<file path="src/piep_cfg.svh">
// Register offsets, reset values and bit positions of the port interrupt block
`ifndef PIEP_CFG_SVH
`define PIEP_CFG_SVH
`define PIEP_OFS_PA_EN_HIGH 12'h0fc4
`define PIEP_OFS_PA_EN_LOW 12'h0fc5
`define PIEP_OFS_PC_EN_HIGH 12'h0fc7
`define PIEP_OFS_PC_EN_LOW 12'h0fc8
`define PIEP_OFS_EDGE_SEL 12'h0fcd
`define PIEP_OFS_REQ_A 12'h0fd0
`define PIEP_OFS_REQ_C 12'h0fd1
`define PIEP_OFS_CTRL 12'h0fd2
`define PIEP_OFS_STATUS 12'h0fd3
`define PIEP_OFS_MASK 12'h0fd4
`define PIEP_RESET_BYTE 8'h00
`define PIEP_PC_USED 4
`define PIEP_CTRL_MASTER_BIT 7
`define PIEP_CTRL_PORTD_LSB 0
`define PIEP_CTRL_SHARED_BIT 6
`define PIEP_STS_ACTIVE_BIT 0
`endif

</file>
<file path="src/piep_pkg.sv">
// Types of the port interrupt block
package piep_pkg;
    typedef enum logic [1:0] {
        PIEP_OFF,
        PIEP_LEVEL1,
        PIEP_LEVEL2,
        PIEP_LEVEL3
    } piep_level_t;
    typedef struct packed {
        logic [31:0] adr;
        logic [31:0] dat;
        logic [3:0] sel;
        logic we;
        logic stb;
        logic cyc;
    } piep_wb_req_t;
    typedef struct packed {
        logic valid;
        logic group_c;
        logic [2:0] index;
        piep_level_t level;
    } piep_claim_t;
endpackage

</file>
<file path="src/piep_top.sv">
// Port interrupt enable, priority and edge logic with Wishbone registers
`timescale 1ns/1ps
`include "piep_cfg.svh"

// Notes on behaviour
// Each high and low enable pair means disabled, level 1, level 2 or level 3.
// Port A enable bit x applies to request bit x of the second group, bits 7 to 0.
// Port C enable bit x applies to request bit x of the third group.
// Bit 6 of the port A pair governs the pin 6 or comparator shared source.
// Bits 5 to 0 of the port A pair take Port A or Port D as chosen by port select.
// Port C pair bits 3 to 0 govern Port C pins 3 to 0.
// Software writes zero to port C enable bits 7 to 4, which are reserved.
// Edge bit 0 raises a request on the falling edge of the selected pin.
// Edge bit 1 raises a request on the rising edge of the selected pin.
// The edge register holds one bit per position 7 to 0 for the selected input.
// A signalled request sets its request bit, held until cleared, readable and writable.
// Enabled requests reach the processor only while the master enable is 1.
// Software disables a shared interrupt before switching its source.
// The highest pending enabled level is presented, ties to port A over port C, then by lowest index.
// Enable and edge bits reset to 0: disabled and falling edge.
module piep_top (
    input wire logic CLOCK,
    input wire logic RSTN,
    input wire piep_pkg::piep_wb_req_t WB_REQ,
    output logic [31:0] WB_DAT_O,
    output logic WB_ACK_O,
    input wire logic [7:0] PORT_A_PIN_INPUT,
    input wire logic [5:0] PORT_D_PIN_INPUT,
    input wire logic COMPARATOR_OUT,
    input wire logic [3:0] PORT_C_PIN_INPUT,
    input wire logic CPU_ACK,
    output logic CPU_IRQ,
    output piep_pkg::piep_claim_t CPU_CLAIM,
    output logic IRQ_OUT
);
    logic [7:0] port_a_enable_high;
    logic [7:0] port_a_enable_low;
    logic [7:0] port_c_enable_high;
    logic [7:0] port_c_enable_low;
    logic [7:0] edge_polarity_select;
    logic [7:0] ctrl;
    logic [7:0] second_request_group;
    logic [3:0] third_request_group;
    logic status;
    logic mask;
    logic [7:0] pa_s1;
    logic [7:0] pa_s2;
    logic [7:0] pa_prev;
    logic [5:0] pd_s1;
    logic [5:0] pd_s2;
    logic [3:0] pc_s1;
    logic [3:0] pc_s2;
    logic [3:0] pc_prev;
    logic cmp_s1;
    logic cmp_s2;
    logic [7:0] sel_in;
    logic [7:0] a_edge;
    logic [3:0] c_edge;
    logic wr;
    logic rd_ack;
    logic [11:0] ofs;
    logic [7:0] wbyte;
    logic [7:0] rbyte;
    piep_pkg::piep_claim_t next_claim;
    logic master_interrupt_enable;
    logic cpu_ack_s1;
    logic cpu_ack_s2;

    // Pair of enable bits to a level
    function automatic piep_pkg::piep_level_t level_of(input logic h, input logic l);
        level_of = piep_pkg::piep_level_t'({h, l});
    endfunction

    // Write strobe aimed at one register offset
    function automatic logic hit(input logic w, input logic [11:0] a, input logic [11:0] o);
        hit = w && (a == o);
    endfunction

    // Strobe decode, write lands on the acknowledge edge
    assign wr = WB_REQ.cyc & WB_REQ.stb & WB_REQ.we & WB_ACK_O & WB_REQ.sel[0];
    assign rd_ack = WB_REQ.cyc & WB_REQ.stb & ~WB_ACK_O;
    assign ofs = WB_REQ.adr[13:2];
    assign wbyte = WB_REQ.dat[7:0];
    assign master_interrupt_enable = ctrl[`PIEP_CTRL_MASTER_BIT];

    always_ff @(posedge CLOCK or negedge RSTN) begin
        if (!RSTN) begin
            WB_ACK_O <= 1'b0;
        end else begin
            WB_ACK_O <= rd_ack;
        end
    end

    // Input synchronisers, two flops per pin group
    always_ff @(posedge CLOCK or negedge RSTN) begin
        if (!RSTN) begin
            pa_s1 <= 8'h00;
            pa_s2 <= 8'h00;
        end else begin
            pa_s1 <= PORT_A_PIN_INPUT;
            pa_s2 <= pa_s1;
        end
    end

    always_ff @(posedge CLOCK or negedge RSTN) begin
        if (!RSTN) begin
            pd_s1 <= 6'h00;
            pd_s2 <= 6'h00;
        end else begin
            pd_s1 <= PORT_D_PIN_INPUT;
            pd_s2 <= pd_s1;
        end
    end

    always_ff @(posedge CLOCK or negedge RSTN) begin
        if (!RSTN) begin
            pc_s1 <= 4'h0;
            pc_s2 <= 4'h0;
        end else begin
            pc_s1 <= PORT_C_PIN_INPUT;
            pc_s2 <= pc_s1;
        end
    end

    always_ff @(posedge CLOCK or negedge RSTN) begin
        if (!RSTN) begin
            cmp_s1 <= 1'b0;
            cmp_s2 <= 1'b0;
        end else begin
            cmp_s1 <= COMPARATOR_OUT;
            cmp_s2 <= cmp_s1;
        end
    end

    always_ff @(posedge CLOCK or negedge RSTN) begin
        if (!RSTN) begin
            cpu_ack_s1 <= 1'b0;
            cpu_ack_s2 <= 1'b0;
        end else begin
            cpu_ack_s1 <= CPU_ACK;
            cpu_ack_s2 <= cpu_ack_s1;
        end
    end

    // Source selection per position
    always_comb begin
        sel_in[7] = pa_s2[7];
        sel_in[6] = ctrl[`PIEP_CTRL_SHARED_BIT] ? cmp_s2 : pa_s2[6];
        for (int i = 0; i < 6; i++) begin
            sel_in[i] = ctrl[`PIEP_CTRL_PORTD_LSB + i] ? pd_s2[i] : pa_s2[i];
        end
    end

    // Previous levels for edge detection
    always_ff @(posedge CLOCK or negedge RSTN) begin
        if (!RSTN) begin
            pa_prev <= 8'h00;
        end else begin
            pa_prev <= sel_in;
        end
    end

    always_ff @(posedge CLOCK or negedge RSTN) begin
        if (!RSTN) begin
            pc_prev <= 4'h0;
        end else begin
            pc_prev <= pc_s2;
        end
    end

    always_comb begin
        for (int i = 0; i < 8; i++) begin
            if (edge_polarity_select[i]) begin
                a_edge[i] = sel_in[i] & ~pa_prev[i];
            end else begin
                a_edge[i] = ~sel_in[i] & pa_prev[i];
            end
        end
        c_edge = ~pc_s2 & pc_prev;
    end

    // Configuration registers, one per block
    always_ff @(posedge CLOCK or negedge RSTN) begin
        if (!RSTN) begin
            port_a_enable_high <= `PIEP_RESET_BYTE;
        end else if (hit(wr, ofs, `PIEP_OFS_PA_EN_HIGH)) begin
            port_a_enable_high <= wbyte;
        end
    end

    always_ff @(posedge CLOCK or negedge RSTN) begin
        if (!RSTN) begin
            port_a_enable_low <= `PIEP_RESET_BYTE;
        end else if (hit(wr, ofs, `PIEP_OFS_PA_EN_LOW)) begin
            port_a_enable_low <= wbyte;
        end
    end

    always_ff @(posedge CLOCK or negedge RSTN) begin
        if (!RSTN) begin
            port_c_enable_high <= `PIEP_RESET_BYTE;
        end else if (hit(wr, ofs, `PIEP_OFS_PC_EN_HIGH)) begin
            port_c_enable_high <= wbyte;
        end
    end

    always_ff @(posedge CLOCK or negedge RSTN) begin
        if (!RSTN) begin
            port_c_enable_low <= `PIEP_RESET_BYTE;
        end else if (hit(wr, ofs, `PIEP_OFS_PC_EN_LOW)) begin
            port_c_enable_low <= wbyte;
        end
    end

    always_ff @(posedge CLOCK or negedge RSTN) begin
        if (!RSTN) begin
            edge_polarity_select <= `PIEP_RESET_BYTE;
        end else if (hit(wr, ofs, `PIEP_OFS_EDGE_SEL)) begin
            edge_polarity_select <= wbyte;
        end
    end

    // Control, master enable dropped on acknowledge
    always_ff @(posedge CLOCK or negedge RSTN) begin
        if (!RSTN) begin
            ctrl <= `PIEP_RESET_BYTE;
        end else begin
            if (hit(wr, ofs, `PIEP_OFS_CTRL)) begin
                ctrl <= wbyte;
            end
            if (CPU_IRQ && cpu_ack_s2) begin
                ctrl[`PIEP_CTRL_MASTER_BIT] <= 1'b0;
            end
        end
    end

    always_ff @(posedge CLOCK or negedge RSTN) begin
        if (!RSTN) begin
            mask <= 1'b0;
        end else if (hit(wr, ofs, `PIEP_OFS_MASK)) begin
            mask <= wbyte[`PIEP_STS_ACTIVE_BIT];
        end
    end

    // Request flags, set wins over clear
    always_ff @(posedge CLOCK or negedge RSTN) begin
        if (!RSTN) begin
            second_request_group <= 8'h00;
        end else begin
            if (hit(wr, ofs, `PIEP_OFS_REQ_A)) begin
                second_request_group <= wbyte | a_edge;
            end else begin
                second_request_group <= second_request_group | a_edge;
            end
            if (CPU_IRQ && cpu_ack_s2 && !CPU_CLAIM.group_c) begin
                second_request_group[CPU_CLAIM.index] <= a_edge[CPU_CLAIM.index];
            end
        end
    end

    always_ff @(posedge CLOCK or negedge RSTN) begin
        if (!RSTN) begin
            third_request_group <= 4'h0;
        end else begin
            if (hit(wr, ofs, `PIEP_OFS_REQ_C)) begin
                third_request_group <= wbyte[3:0] | c_edge;
            end else begin
                third_request_group <= third_request_group | c_edge;
            end
            if (CPU_IRQ && cpu_ack_s2 && CPU_CLAIM.group_c) begin
                third_request_group[CPU_CLAIM.index[1:0]] <= c_edge[CPU_CLAIM.index[1:0]];
            end
        end
    end

    // Highest level, port A before port C among equals, then lowest index
    always_comb begin
        piep_pkg::piep_level_t lv;
        next_claim = '0;
        lv = piep_pkg::PIEP_OFF;
        for (int i = 7; i >= 0; i--) begin
            lv = level_of(port_a_enable_high[i], port_a_enable_low[i]);
            if (second_request_group[i] && lv != piep_pkg::PIEP_OFF
                && lv >= next_claim.level) begin
                next_claim.valid = 1'b1;
                next_claim.group_c = 1'b0;
                next_claim.index = 3'(i);
                next_claim.level = lv;
            end
        end
        for (int i = 0; i < `PIEP_PC_USED; i++) begin
            lv = level_of(port_c_enable_high[i], port_c_enable_low[i]);
            if (third_request_group[i] && lv != piep_pkg::PIEP_OFF
                && lv > next_claim.level) begin
                next_claim.valid = 1'b1;
                next_claim.group_c = 1'b1;
                next_claim.index = 3'(i);
                next_claim.level = lv;
            end
        end
    end

    always_ff @(posedge CLOCK or negedge RSTN) begin
        if (!RSTN) begin
            CPU_CLAIM <= '0;
            CPU_IRQ <= 1'b0;
        end else begin
            CPU_CLAIM <= next_claim;
            CPU_IRQ <= next_claim.valid & master_interrupt_enable;
        end
    end

    // Sticky status of a presented request
    always_ff @(posedge CLOCK or negedge RSTN) begin
        if (!RSTN) begin
            status <= 1'b0;
        end else if (CPU_IRQ) begin
            status <= 1'b1;
        end else if (wr && ofs == `PIEP_OFS_STATUS && wbyte[`PIEP_STS_ACTIVE_BIT]) begin
            status <= 1'b0;
        end
    end

    assign IRQ_OUT = status & mask;

    // Read mux
    always_comb begin
        unique case (ofs)
            `PIEP_OFS_PA_EN_HIGH: rbyte = port_a_enable_high;
            `PIEP_OFS_PA_EN_LOW: rbyte = port_a_enable_low;
            `PIEP_OFS_PC_EN_HIGH: rbyte = port_c_enable_high;
            `PIEP_OFS_PC_EN_LOW: rbyte = port_c_enable_low;
            `PIEP_OFS_EDGE_SEL: rbyte = edge_polarity_select;
            `PIEP_OFS_REQ_A: rbyte = second_request_group;
            `PIEP_OFS_REQ_C: rbyte = {4'h0, third_request_group};
            `PIEP_OFS_CTRL: rbyte = ctrl;
            `PIEP_OFS_STATUS: rbyte = {7'h00, status};
            `PIEP_OFS_MASK: rbyte = {7'h00, mask};
            default: rbyte = 8'h00;
        endcase
    end

    always_ff @(posedge CLOCK or negedge RSTN) begin
        if (!RSTN) begin
            WB_DAT_O <= 32'h0000_0000;
        end else if (rd_ack) begin
            WB_DAT_O <= {24'h00_0000, rbyte};
        end
    end
endmodule // piep_top

</file>
<file path="config.mk">
export PLATFORM = sky130hd
export DESIGN_NAME = piep_top
export DESIGN_NICKNAME = d
export VERILOG_FILES = /design/src/piep_pkg.sv /design/src/piep_top.sv
export VERILOG_INCLUDE_DIRS = /design/src
export SDC_FILE = /design/constraint.sdc
export NUM_CORES = 1
export LEC_CHECK = 0
export BUFFER_PORTS_ARGS = -buffer_cell sky130_fd_sc_hd__clkbuf_2
export CAP_MARGIN = 20
export CORE_ASPECT_RATIO = 0.5
export CORE_MARGIN = 8
export CORE_UTILIZATION = 55
export DETAILED_ROUTE_END_ITERATION = 10
export GPL_TIMING_DRIVEN = 1
export HOLD_SLACK_MARGIN = 0.15
export PLACE_DENSITY = 0.76
export SETUP_SLACK_MARGIN = 0.2
export SKIP_LAST_GASP = 1
export SLEW_MARGIN = 20
export SYNTH_ARGS = -nofsm -noshare
export SYNTH_HDL_FRONTEND = slang
export SYNTH_SLANG_ARGS = --single-unit
</file>
<file path="constraint.sdc">
create_clock -name CLOCK -period 13.85 [get_ports CLOCK]
set_input_delay 1.385 -clock CLOCK [delete_from_list [all_inputs] [get_ports CLOCK]]
set_output_delay 1.385 -clock CLOCK [all_outputs]
set_load 0.05 [all_outputs]
</file>
==> flow_summary.toml <==
[route]
drt-initial-drc-count = 511
wire_per_inst_um = 18.6
vias_per_cell = 5.89
route.vias.total = 5100
drc_errors = 0
postRouteWirelength_um = 16100
drtAntennaViolNets = 0
first_pass_iters = 5

[clocking]
tritoncts = "built"
insertion_delay_ps = 410
post_cts_buffers = 0
cts_made_buffers = 17
root_buffer = "clkbuf_16"
cts_hold_buffers = 0
cts_resized = 0
cts_buffer_depth = 2
path_clk_slew_ps = 60
cts_max_level = 4
cts.sinks = 131

[synthesis]
seq_area_frac_synth_pct = 50.6
synth_top_flop_cell = "dfrtp_1"
yosys.area.top_type = "dfrtp_1"
syn-instance-count = 623
synth.area.top_cells = "dfrtp_1 51%, nand2_1 5.5%, mux2_1 4.9%, mux2_2 4.3%, buf_4 2.8%"
async_flop_share_pct = 100
synth_cell_types = 73
ys_ff_latch = 131
yosysTopAreaCellShare_pct = 50.6
synth_area_per_cell_um2 = 10.4
synthesis.area_um2 = 6480
synth_enable_flop_cells = 0
yosysWarningCount = 0

[die]
dieHeight_um = 92.7
std_cell_rows = 28
die_w_um = 169
io_pins = 135
coreArea_um2 = 11700
initial_core_util_pct = 55.5
die-area_um2 = 15700

[sta]
finalHoldViolCount = 0
drv_slew = 0
worstMarginPinSlew_ps = 982
grt_setup_unrepaired = "no"
finalSetupViolCount = 0
period_minus_slack_ps = 12170
tns_ps = 0
fin_worst_skew_ps = 8.51
max_freq_mhz = 82.2
slew_headroom_pct = 34.3
fin_crit_sh_pct = 87.9

[worst_setup_path]
cp-end-kind = "flop"
worstReg2RegStart = "second_request_group[7]"
critical_path_arrival_ps = 12460
endpoint = "CPU_CLAIM[0]"
critPathLaunchType = "flop"
crit_fanout = 10
r2r_cells = 64
path_class = "flop to flop"
required_ps = 14140
cp_slowest_stage_delay_ps = 440
startpoint = "second_request_group[7]"
rr_endpoint = "CPU_CLAIM[0]"
rrSetupSlack_ps = 1680
path_common_cell = "ha_1"
critPathSlowestCell = "dfrtp_1"

[global_routing]
grt_max_degree = 73
grt_usage_pct = 20.9
antenna_found_initial = 0
grt-ovfl-total = 0
grt_pass1_wl_um = 25500
grt_pass1_vias = 4946

[placed_design]
io_buffers = 63
place_congestion = 0.907
dpl.hpwl_um = 11400

[cells_and_area]
layout-drive-gt1-share_pct = 20.4
fillCellCount = 912
multi_input_area_um2 = 2950
final_common_cell = "dfrtp_1"
nets = 796
most-common-layout-cells = "131 x dfrtp_1, 95 x nand2_1, 62 x clkbuf_2"
insertedDiodeCount = 0
area_growth_pct = 14.0
seq_area_um2 = 3280

[power]
ir_worst_vdd_uv = 100
power_density_nw_per_um2 = 114
p_leak_uw = 0.00352
power.total_uw = 839

[outcome]
status = "complete, no violations"

[job]
maxCapViolCount = 0

[min_path]
hp-class = "flop to flop"
hp-start = "pd_s1[1]"
==> kinds of logic after synthesis <==
| logic type | count (synthesis) | share of synthesized area [%] |
|---|---|---|
| AND/OR/NAND/NOR | 220 | 16.8 |
| flip-flops | 131 | 50.6 |
| AO/OA/AOI/OAI | 127 | 13.5 |
| buffers and inverters | 66 | 5.25 |
| multiplexers | 64 | 11.1 |
| adder cells (fa/ha/maj) | 14 | 2.68 |
| other | 1 | 0.0579 |
==> sequential cells by signal, summed over array words and instances (netlist names), 4 cells and up <==
register,flops
CPU_CLAIM,7
WB_DAT_O,8
ctrl,8
edge_polarity_select,8
pa_prev,8
pa_s1,8
pa_s2,8
pc_prev,4
pc_s1,4
pc_s2,4
pd_s1,6
pd_s2,6
port_a_enable_high,8
port_a_enable_low,8
port_c_enable_high,8
port_c_enable_low,8
second_request_group,8
third_request_group,4
==> cell type report <==
type                            count  area share (%)
Clock inverter                     11            1.24
Multi-Input combinational cell    449            39.9
Clock buffer                       19            5.86
Inverter                           26            1.32
Tap cell                          165            2.80
Timing Repair Buffer               65            4.51
Sequential cell                   131            44.4
==> worst max-delay path: cells and delay by family (launching register included) <==
kind | cells | cell delay (ps)
multiplexers | 1 | 380
adder cells (fa/ha/maj) | 12 | 3250
AND/OR/NAND/NOR | 30 | 4400
buffers and inverters | 1 | 70
flip-flops | 1 | 440
AO/OA/AOI/OAI | 20 | 3500
==> synthesized netlist by cell type, drive strengths merged, types with 2 or more instances <==
master / count
o211ai: 3
nor3: 17
a22o: 9
o22ai: 4
a21boi: 3
a32oi: 3
nor2: 40
or4: 2
inv: 26
nand2: 96
a22oi: 11
a31oi: 5
mux2: 53
mux2i: 10
buf: 26
nand2b: 10
a211oi: 3
nor4: 2
clkbuf: 14
nor3b: 4
a21oi: 19
o221ai: 2
o21ai: 42
a21o: 4
dfrtp: 131
a221oi: 4
nand4: 2
o21a: 3
nor2b: 3
and3: 5
or3: 2
nand3: 18
nand3b: 3
and2: 10
ha: 13
and3b: 2
==> routing by layer <==
| metal | vias to the layer above | global-route usage, % | wire length [um] |
|---|---|---|---|
| li1 | 2316 | - | - |
| met1 | 2475 | 27.5 | 6920 |
| met5 | - | 0 | 0 |
| met2 | 266 | 32.0 | 7240 |
| met3 | 43 | 6.11 | 1580 |
| met4 | 0 | 8.56 | 339 |
==> report_power, final <==
| part | switching, uW | internal, uW | leakage, uW |
|---|---|---|---|
| combinational | 34.8 | 9.03 | 0.00169 |
| sequential | 2.80 | 391 | 0.00158 |
| clock | 159 | 242 | 0.000254 |
| total | 197 | 642 | 0.00352 |
==> per-stage QoR <==
step	std cells	utilization, %	instance area, um^2	hold slack [ps]	setup slack [ps]
CTS	866	63.3	7390	346	1740
finish	866	63.3	7390	345	1680
floorplan	646	-	6570	331	3020
detailed placement	836	58.8	6860	335	1800
global route	866	63.3	7390	353	762
global placement	836	58.8	6860	332	2180
==> worst min-delay path by stage <==
stage	slack (ps)	end	depth (start not counted)
2_1_floorplan	330	cmp_s2	0
6_report	340	pd_s2[1]	0
3_3_place_gp	330	pa_s2[4]	0
4_1_cts	350	pa_s2[1]	0
3_5_place_dp	330	pa_s2[1]	0
5_1_grt	350	cmp_s2	0
(Power assumes the default switching activity.)
